$ cat config.mk
export PLATFORM = sky130hd
export DESIGN_NAME = adc_setup_ref_diff_select
export DESIGN_NICKNAME = d
export VERILOG_FILES = /design/src/hw/adc_setup_pkg.sv /design/src/hw/pin_sync.sv /design/src/hw/edge_delay_counter.sv /design/src/hw/adc_setup_ref_diff_select.sv
export VERILOG_INCLUDE_DIRS = /design/src /design/src/hw
export SDC_FILE = /design/constraint.sdc
export NUM_CORES = 1
export LEC_CHECK = 0
export BUFFER_PORTS_ARGS = -buffer_cell sky130_fd_sc_hd__buf_2
export CAP_MARGIN = 5
export CORE_MARGIN = 3
export CORE_UTILIZATION = 52
export DETAILED_ROUTE_END_ITERATION = 8
export PLACE_DENSITY = 0.76
export REMOVE_ABC_BUFFERS = 1
export SYNTH_ARGS = -nofsm -noshare
export SYNTH_HDL_FRONTEND = slang
export SYNTH_SLANG_ARGS = --single-unit
$ cat constraint.sdc
create_clock -name clock_in -period 1.6 [get_ports clock_in]
set_input_delay 0.24 -clock clock_in [delete_from_list [all_inputs] [get_ports clock_in]]
set_output_delay 0.24 -clock clock_in [all_outputs]
set_load 0.01 [all_outputs]
$ cat src/hw/adc_setup_params.svh
// Constants for the setup-byte decoder and reference sequencer.
// Assumes inclusion by bare name from the package and the decoder module.
`ifndef ADC_SETUP_PARAMS_SVH
`define ADC_SETUP_PARAMS_SVH

// Setup command byte layout
`define SETUP_ID_HI          7
`define SETUP_ID_LO          6
`define SETUP_ID_VALUE       2'b01
`define CLK_SEL_HI           5
`define CLK_SEL_LO           4
`define REF_SEL_HI           3
`define REF_SEL_LO           2
`define PAIR_SEL_HI          1
`define PAIR_SEL_LO          0

// Pair-mode data byte layout, upper nibble only
`define PAIR_FIELD_HI        7
`define PAIR_FIELD_LO        4

// Mode encodings
`define CLK_MODE_EXTERNAL    2'b11
`define REF_MODE_DEFAULT     2'b10
`define REF_EXT_ADC_BIT      0

// Reset values
`define CLK_SEL_RESET        2'b10
`define REF_SEL_RESET        `REF_MODE_DEFAULT
`define PAIR_CFG_RESET       4'h0

// Waits, counted in serial clock rising edges
`define REF_WAKE_CYCLES      9'd218
`define TEMP_REF_CYCLES      9'd244
`define TEMP_RESULT_CYCLES   9'd188
`define DELAY_WIDTH          9

`endif

$ cat src/hw/adc_setup_pkg.sv
// Types for the setup decoder's sequencer states and state register.
// Assumes the constants header is on the include path.
`include "adc_setup_params.svh"

package adc_setup_pkg;

    typedef enum logic [1:0] {
        SEQ_IDLE     = 2'b00,
        SEQ_AIN_WAIT = 2'b01,
        SEQ_TEMP_REF = 2'b10,
        SEQ_TEMP_OUT = 2'b11
    } seq_state_t;

    typedef struct packed {
        seq_state_t  state;
        logic [2:0]  bit_count;
        logic [7:0]  shift;
        logic        data_pending;
        logic        data_to_bipolar;
        logic        sclk_prev;
        logic        cs_prev;
        logic [1:0]  clock_select;
        logic [1:0]  ref_select;
        logic [3:0]  unipolar;
        logic [3:0]  bipolar;
        logic        int_ref_on;
        logic        ref_waiting;
        logic        conv_go;
        logic        temp_measure;
        logic        temp_on_dout;
    } core_state_t;

endpackage : adc_setup_pkg

$ cat src/hw/pin_sync.sv
// Two-stage synchroniser for a group of pin levels.
// Assumes inputs are asynchronous to clock_in; stage one feeds only stage two.
`timescale 1ns/1ns

module pin_sync #(
    parameter int WIDTH = 3
) (
    input  wire logic             clock_in,
    input  wire logic             rst_n_in,
    input  wire logic [WIDTH-1:0] reset_value_in,
    input  wire logic [WIDTH-1:0] pins_in,
    output logic      [WIDTH-1:0] pins_out
);

    typedef struct packed {
        logic [WIDTH-1:0] stage1;
        logic [WIDTH-1:0] stage2;
    } sync_state_t;

    sync_state_t sync_reg;
    sync_state_t sync_next;

    always_comb begin
        sync_next.stage1 = pins_in;
        sync_next.stage2 = sync_reg.stage1;
    end

    // Reset value is a tie-off constant from the parent, held idle-high for select
    always_ff @(posedge clock_in) begin
        if (!rst_n_in) begin
            sync_reg <= {reset_value_in, reset_value_in};
        end else begin
            sync_reg <= sync_next;
        end
    end

    assign pins_out = sync_reg.stage2;

endmodule : pin_sync

$ cat src/hw/edge_delay_counter.sv
// Counts a given number of tick pulses and then pulses done for one cycle.
// Assumes tick is a one-cycle pulse on clock_in; a load restarts the count.
`timescale 1ns/1ns

module edge_delay_counter #(
    parameter int WIDTH = 9
) (
    input  wire logic             clock_in,
    input  wire logic             rst_n_in,
    input  wire logic             load_in,
    input  wire logic [WIDTH-1:0] load_value_in,
    input  wire logic             tick_in,
    output logic                  done_out
);

    typedef struct packed {
        logic [WIDTH-1:0] remaining;
        logic             done;
    } count_state_t;

    count_state_t cnt_reg;
    count_state_t cnt_next;

    always_comb begin
        cnt_next      = cnt_reg;
        cnt_next.done = 1'b0;
        if (load_in) begin
            cnt_next.remaining = load_value_in;
        end else if (tick_in && (cnt_reg.remaining != '0)) begin
            cnt_next.remaining = cnt_reg.remaining - 1'b1;
            cnt_next.done      = (cnt_reg.remaining == {{(WIDTH-1){1'b0}}, 1'b1});
        end
    end

    always_ff @(posedge clock_in) begin
        if (!rst_n_in) begin
            cnt_reg <= '0;
        end else begin
            cnt_reg <= cnt_next;
        end
    end

    assign done_out = cnt_reg.done;

endmodule : edge_delay_counter

$ cat src/hw/adc_setup_ref_diff_select.sv
// Setup-byte decoder, pair-mode registers and reference sequencer.
// Assumes a host drives chip select, serial clock and data, MSB first,
// sampled on serial clock rising edges; conversion logic elsewhere raises
// one-cycle requests on clock_in and consumes the go and measure pulses.
//
// Summary of operation
// - Clock mode 11, internal ADC reference: shared internal reference off after scan
// - Clock mode 11, powered-down reference: wait 218 clocks first
// - Temperature in clock mode 11: reference on, wait 244 clocks
// - Clock mode 11: temperature result out 188 clocks later
// - External reference modes: no wake wait
// - Reference mode one-zero after reset
// - Pair select 0x: no data, registers unchanged
// - Pair select 10: data to unipolar
// - Pair select 11: data to bipolar
// - Unipolar bits 7..4 map pairs 0/1..6/7
// - Both pair registers reset to zero
// - Delays count host serial clock cycles
`timescale 1ns/1ns
`include "adc_setup_params.svh"

module adc_setup_ref_diff_select #(
    parameter int DELAY_WIDTH = `DELAY_WIDTH
) (
    input  wire logic       clock_in,
    input  wire logic       rst_n_in,
    input  wire logic       cs_n_in,
    input  wire logic       sclk_in,
    input  wire logic       sdata_in,
    input  wire logic       conv_request_in,
    input  wire logic       temp_request_in,
    input  wire logic       scan_done_in,
    output logic            pair01_unipolar_diff_out,
    output logic            pair23_unipolar_diff_out,
    output logic            pair45_unipolar_diff_out,
    output logic            pair67_unipolar_diff_out,
    output logic [3:0]      bipolar_pair_config_out,
    output logic [1:0]      clock_select_out,
    output logic [1:0]      ref_select_out,
    output logic            int_ref_on_out,
    output logic            ref_waiting_out,
    output logic            conv_go_out,
    output logic            temp_measure_out,
    output logic            temp_on_dout_out
);

    ////////////////////////////////////////////////////////////////////////////
    // Pin synchronisers and delay counter

    logic [2:0]             pins_sync;
    logic                   cs_n_s;
    logic                   sclk_s;
    logic                   sdata_s;
    logic                   count_load;
    logic [DELAY_WIDTH-1:0] count_value;
    logic                   count_done;
    logic                   sclk_rise;

    pin_sync #(
        .WIDTH          (3)
    ) u_pin_sync (
        .clock_in       (clock_in),
        .rst_n_in       (rst_n_in),
        .reset_value_in (3'h4),
        .pins_in        ({cs_n_in, sclk_in, sdata_in}),
        .pins_out       (pins_sync)
    );

    assign cs_n_s  = pins_sync[2];
    assign sclk_s  = pins_sync[1];
    assign sdata_s = pins_sync[0];

    edge_delay_counter #(
        .WIDTH          (DELAY_WIDTH)
    ) u_delay (
        .clock_in       (clock_in),
        .rst_n_in       (rst_n_in),
        .load_in        (count_load),
        .load_value_in  (count_value),
        .tick_in        (sclk_rise),
        .done_out       (count_done)
    );

    ////////////////////////////////////////////////////////////////////////////
    // State

    adc_setup_pkg::core_state_t st_reg;
    adc_setup_pkg::core_state_t st_next;

    function automatic logic int_ref_for_adc(input logic [1:0] ref_sel);
        int_ref_for_adc = ~ref_sel[`REF_EXT_ADC_BIT];
    endfunction : int_ref_for_adc

    function automatic logic [DELAY_WIDTH-1:0] delay_of(input logic [8:0] cycles);
        delay_of = DELAY_WIDTH'(cycles);
    endfunction : delay_of

    assign sclk_rise = sclk_s & ~st_reg.sclk_prev;

    ////////////////////////////////////////////////////////////////////////////
    // Next-state logic

    always_comb begin
        logic [7:0] shifted;
        logic       ext_mode;
        logic       int_adc;
        shifted  = {st_reg.shift[6:0], sdata_s};
        ext_mode = (st_reg.clock_select == `CLK_MODE_EXTERNAL);
        int_adc  = int_ref_for_adc(st_reg.ref_select);

        st_next              = st_reg;
        st_next.conv_go      = 1'b0;
        st_next.temp_measure = 1'b0;
        st_next.sclk_prev    = sclk_s;
        st_next.cs_prev      = cs_n_s;
        count_load           = 1'b0;
        count_value          = '0;

        // Serial receive: a byte frame restarts with each select
        if (cs_n_s) begin
            st_next.bit_count    = 3'h0;
            // Early release drops the awaited data byte
            st_next.data_pending = 1'b0;
        end else if (sclk_rise) begin
            st_next.shift     = shifted;
            st_next.bit_count = st_reg.bit_count + 3'h1;
            if (st_reg.bit_count == 3'h7) begin
                if (st_reg.data_pending) begin
                    st_next.data_pending = 1'b0;
                    if (st_reg.data_to_bipolar) begin
                        st_next.bipolar = shifted[`PAIR_FIELD_HI:`PAIR_FIELD_LO];
                    end else begin
                        st_next.unipolar = shifted[`PAIR_FIELD_HI:`PAIR_FIELD_LO];
                    end
                end else if (shifted[`SETUP_ID_HI:`SETUP_ID_LO] == `SETUP_ID_VALUE) begin
                    st_next.clock_select    = shifted[`CLK_SEL_HI:`CLK_SEL_LO];
                    st_next.ref_select      = shifted[`REF_SEL_HI:`REF_SEL_LO];
                    st_next.data_pending    = shifted[`PAIR_SEL_HI];
                    st_next.data_to_bipolar = shifted[`PAIR_SEL_LO];
                end
            end
        end

        // Result stays on the output until the host closes the next frame
        if (cs_n_s && !st_reg.cs_prev) begin
            st_next.temp_on_dout = 1'b0;
        end

        case (st_reg.state)
            adc_setup_pkg::SEQ_IDLE: begin
                if (temp_request_in) begin
                    st_next.temp_on_dout = 1'b0;
                    if (ext_mode) begin
                        st_next.int_ref_on  = 1'b1;
                        st_next.ref_waiting = 1'b1;
                        count_load          = 1'b1;
                        count_value         = delay_of(`TEMP_REF_CYCLES);
                        st_next.state       = adc_setup_pkg::SEQ_TEMP_REF;
                    end else begin
                        st_next.temp_measure = 1'b1;
                        st_next.temp_on_dout = 1'b1;
                    end
                end else if (conv_request_in) begin
                    if (!ext_mode || !int_adc || st_reg.int_ref_on) begin
                        st_next.conv_go = 1'b1;
                    end else begin
                        st_next.int_ref_on  = 1'b1;
                        st_next.ref_waiting = 1'b1;
                        count_load          = 1'b1;
                        count_value         = delay_of(`REF_WAKE_CYCLES);
                        st_next.state       = adc_setup_pkg::SEQ_AIN_WAIT;
                    end
                end else if (scan_done_in && ext_mode && int_adc) begin
                    st_next.int_ref_on = 1'b0;
                end
            end
            adc_setup_pkg::SEQ_AIN_WAIT: begin
                if (count_done) begin
                    st_next.conv_go     = 1'b1;
                    st_next.ref_waiting = 1'b0;
                    st_next.state       = adc_setup_pkg::SEQ_IDLE;
                end
            end
            adc_setup_pkg::SEQ_TEMP_REF: begin
                if (count_done) begin
                    st_next.temp_measure = 1'b1;
                    st_next.ref_waiting  = 1'b0;
                    count_load           = 1'b1;
                    count_value          = delay_of(`TEMP_RESULT_CYCLES);
                    st_next.state        = adc_setup_pkg::SEQ_TEMP_OUT;
                end
            end
            adc_setup_pkg::SEQ_TEMP_OUT: begin
                if (count_done) begin
                    st_next.temp_on_dout = 1'b1;
                    if (!int_adc) begin
                        st_next.int_ref_on = 1'b0;
                    end
                    st_next.state = adc_setup_pkg::SEQ_IDLE;
                end
            end
            default: begin
                st_next.state = adc_setup_pkg::SEQ_IDLE;
            end
        endcase
    end

    ////////////////////////////////////////////////////////////////////////////
    // Registers

    always_ff @(posedge clock_in) begin
        if (!rst_n_in) begin
            st_reg                 <= '0;
            st_reg.state           <= adc_setup_pkg::SEQ_IDLE;
            st_reg.cs_prev         <= 1'b1;
            st_reg.clock_select    <= `CLK_SEL_RESET;
            st_reg.ref_select      <= `REF_SEL_RESET;
            st_reg.unipolar        <= `PAIR_CFG_RESET;
            st_reg.bipolar         <= `PAIR_CFG_RESET;
        end else begin
            st_reg <= st_next;
        end
    end

    ////////////////////////////////////////////////////////////////////////////
    // Outputs

    assign pair01_unipolar_diff_out = st_reg.unipolar[3];
    assign pair23_unipolar_diff_out = st_reg.unipolar[2];
    assign pair45_unipolar_diff_out = st_reg.unipolar[1];
    assign pair67_unipolar_diff_out = st_reg.unipolar[0];
    assign bipolar_pair_config_out  = st_reg.bipolar;
    assign clock_select_out         = st_reg.clock_select;
    assign ref_select_out           = st_reg.ref_select;
    assign int_ref_on_out           = st_reg.int_ref_on;
    assign ref_waiting_out          = st_reg.ref_waiting;
    assign conv_go_out              = st_reg.conv_go;
    assign temp_measure_out         = st_reg.temp_measure;
    assign temp_on_dout_out         = st_reg.temp_on_dout;

endmodule : adc_setup_ref_diff_select

==> reports/summary.txt <==
Wire per inst: 13.87 um
Yosys warning count: 0
Max reg flops: 16
Routability cong.: 0.8426
Status: finished, final reports clean
Initial Util: 0.5649
Share of layout cells above drive strength 1: 0.2215
Worst-path fanout max: 4
EDFF count, synth: 0
HP Class: in -> reg
Drt first pass iters: 4
Area leader, netlist: dfxtp_1
DR vias: 1,963
Slowest cell on crit path: dfxtp_1
Hpwl dp: 3380 um
CP arrival: 1750 ps
Max capacitance violation total: 0
DRT Wirelength: 4828 um
Cells along the critical path: buf_4 -> ha_2 -> nand2b_1 -> and3_1 -> a2111oi_4 -> a211oi_2
H-tree lvl count: 2
Max-slew headroom: 0.7480
Worst vdd ir: 0.5189 mV
# nets final: 314
I/O pins: 25
Syn Inst Count: 266
Worst-Skew Late Latency: 310 ps
Antenna diodes: 0
Post-Place Cells: 340
Max Root-Sink Buffers: 2
Cts bufs inserted: 5
Most common cell after layout, fill and taps aside: dfxtp_1
Root Buffer: clkbuf_8
Minimum clock period: 1554 ps
Sequential share of power: 0.475
Avg Cell Area, Syn: 8.923 sq um
Number of global-route vias before repair: 1,833
Kind of start point of the critical path: register
Global route overflow: 0
Crit Path Category: reg -> reg
CTS tree: built
Count of final setup violators: 0
Fin cells: 348
Register area: 982.2 sq um
Pin count of the biggest net entering global routing: 37
Core Rows: 23
Die Y: 73.56 um
Skew final: 10.39 ps
Share of the synthesized area in the top cell type: 0.4133
Switching Share: 0.3055
Register area share after synthesis: 0.4133
Internal: 1.916 mW
Cell Area, Synth: 2374 sq um
Crit-path leading delay family: simple AND/OR/NAND/NOR gates
1st-iter DRT viols: 194
P_leak: 1.165 nW
Number of fill cells in the layout: 350
Comb power frac: 0.239
Dominant synthesized flop cell: dfxtp_1
Port Buf Inserts: 24
Max-slew violations: 0
Met1 WL: 2264 um
Unique cell type count in the Yosys netlist: 54
Slowest stage delay, CP: 330 ps
Flops & latches, synth: 49
Hold bufs inserted after CTS: 0
Gr usage total: 0.1912
Core box area: 4202 sq um
Initial antenna violation count: 0
Routed wl met3: 236 um
Cell area power density: 1018 nW/um^2
Sw power: 842.8 uW
Clock share of power: 0.287
Top post-synthesis cells by area: dfxtp_1 41%, nand2_1 5.4%, ha_1 4.7%
Post-route ant nets: 0
Layout area overhead: 14.23%
Achievable Freq: 643.3 MHz
DP Area: 2572 sq um
Full die area: 5411 sq um
Multi-input logic area: 1284 sq um
First-pass GRT wire length: 8259 um
Avg Vias per Cell: 5.641
Final hold vios: 0
Floorplan die width: 73.56 um
CP Capture Type: register
CP Buf/Inv Count: 1
Post-route DRC: 0
CTS clock-pin slew for the worst setup and hold paths: 100 ps
Most frequent cells in the layout: 48 x dfxtp_1, 34 x nand2_1, 24 x buf_2
RSZ-0062 raised after global routing: true
Tcrit/Tclk final: 0.9715
Clk sinks: 49
Crit path required time: 1800 ps
Asr flop ratio synth: 0
Actual slew at the worst max-slew pin: 377.2 ps
Finished Cell Area: 2711 sq um
Uppermost layer routed: met4
WL met2: 2276 um
-- power by group through the flow --
stage | Combinational, mW | Clock [mW] | Sequential, mW
finish | 0.659 | 0.791 | 1.31
global route | 0.741 | 0.868 | 1.32
CTS | 0.607 | 0.816 | 1.31
detailed placement | 0.601 | 0 | 1.34
global placement | 0.588 | 0 | 1.34
floorplan | 0.344 | 0 | 1.36
-- synthesized netlist by cell type (all sizes together) (2+ instances only) --
| master | n |
|---|---|
| nand3 | 14 |
| nor3b | 3 |
| a211oi | 3 |
| a21oi | 19 |
| nand2 | 34 |
| o2bb2ai | 2 |
| ha | 9 |
| a21o | 3 |
| clkbuf | 4 |
| nand2b | 6 |
| nor2 | 12 |
| mux2i | 8 |
| xnor2 | 2 |
| nor3 | 3 |
| buf | 12 |
| nor4 | 2 |
| nand4b | 2 |
| o21ai | 21 |
| nand3b | 2 |
| and2 | 7 |
| nand4 | 4 |
| dfxtp | 49 |
| nor2b | 3 |
| and3 | 3 |
| or3 | 6 |
| a31oi | 3 |
| inv | 12 |
-- routing by layer --
layer / vias up / GRT usage
li1: 1002 / -
met1: 905 / 0.2466
met2: 51 / 0.3238
met3: 5 / 0.03420
met4: 0 / 0.05634
met5: - / 0
-- area by class of cell --
| cell class | count | share of cell area |
|---|---|---|
| well taps | 50 | 0.02307 |
| clock buffers | 5 | 0.02538 |
| repair buffers | 40 | 0.08860 |
| flip-flops and latches | 49 | 0.3623 |
| clock inverters | 3 | 0.01061 |
| inverters | 12 | 0.01661 |
| multi-input cells | 189 | 0.4735 |
-- worst paths after layout --
| check | cells past startpoint | slack, ps | end | startpoint |
|---|---|---|---|---|
| worst min register to register | 1 | 410 | u_pin_sync.pins_out[2]$_SDFF_PN1_ | u_pin_sync.sync_next[2]$_SDFF_PN1_ |
| worst max register to register | 6 | 50 | int_ref_on_out$_SDFFE_PN0P_ | st_reg[32]$_SDFFE_PN0P_ |
| worst min-delay path | 2 | 110 | u_pin_sync.sync_next[2]$_SDFF_PN1_ | cs_n_in |
| worst max-delay path | 6 | 50 | int_ref_on_out$_SDFFE_PN0P_ | st_reg[32]$_SDFFE_PN0P_ |
-- stage by stage --
step           hold WS (ps)  power (mW)    util  setup slack [ps]  TNS (ps)
2_1_floorplan         301.9       1.709       -             25.25         0
3_3_place_gp          392.4       1.926  0.6123             47.15         0
3_5_place_dp          393.3       1.940  0.6123            -41.75    -41.75
4_1_cts               101.2       2.732  0.6376             32.33         0
5_1_grt               104.7       2.924  0.6453            -22.41    -46.90
6_report              108.5       2.759  0.6453             45.52         0
-- cells by family (layout without fill, tap and decap cells) --
group	Yosys count	count (layout)	synth area share
buffers and inverters	28	60	0.06273
DFF	49	49	0.4133
adders and majority gates	9	9	0.04744
and+or+nand+nor	107	107	0.2657
xor gates and xnor gates	2	2	0.007381
AOI/OAI and AO/OA	63	63	0.1697
muxes	8	8	0.03374
-- timing repair --
item                                    4_1_cts  5_1_grt
endpoints found under the setup margin        3       12
pin swaps                                     0        0
gates resized for setup                       3        8
setup buffers                                 0        0
Note: power is estimated with default switching activity, not from simulation.
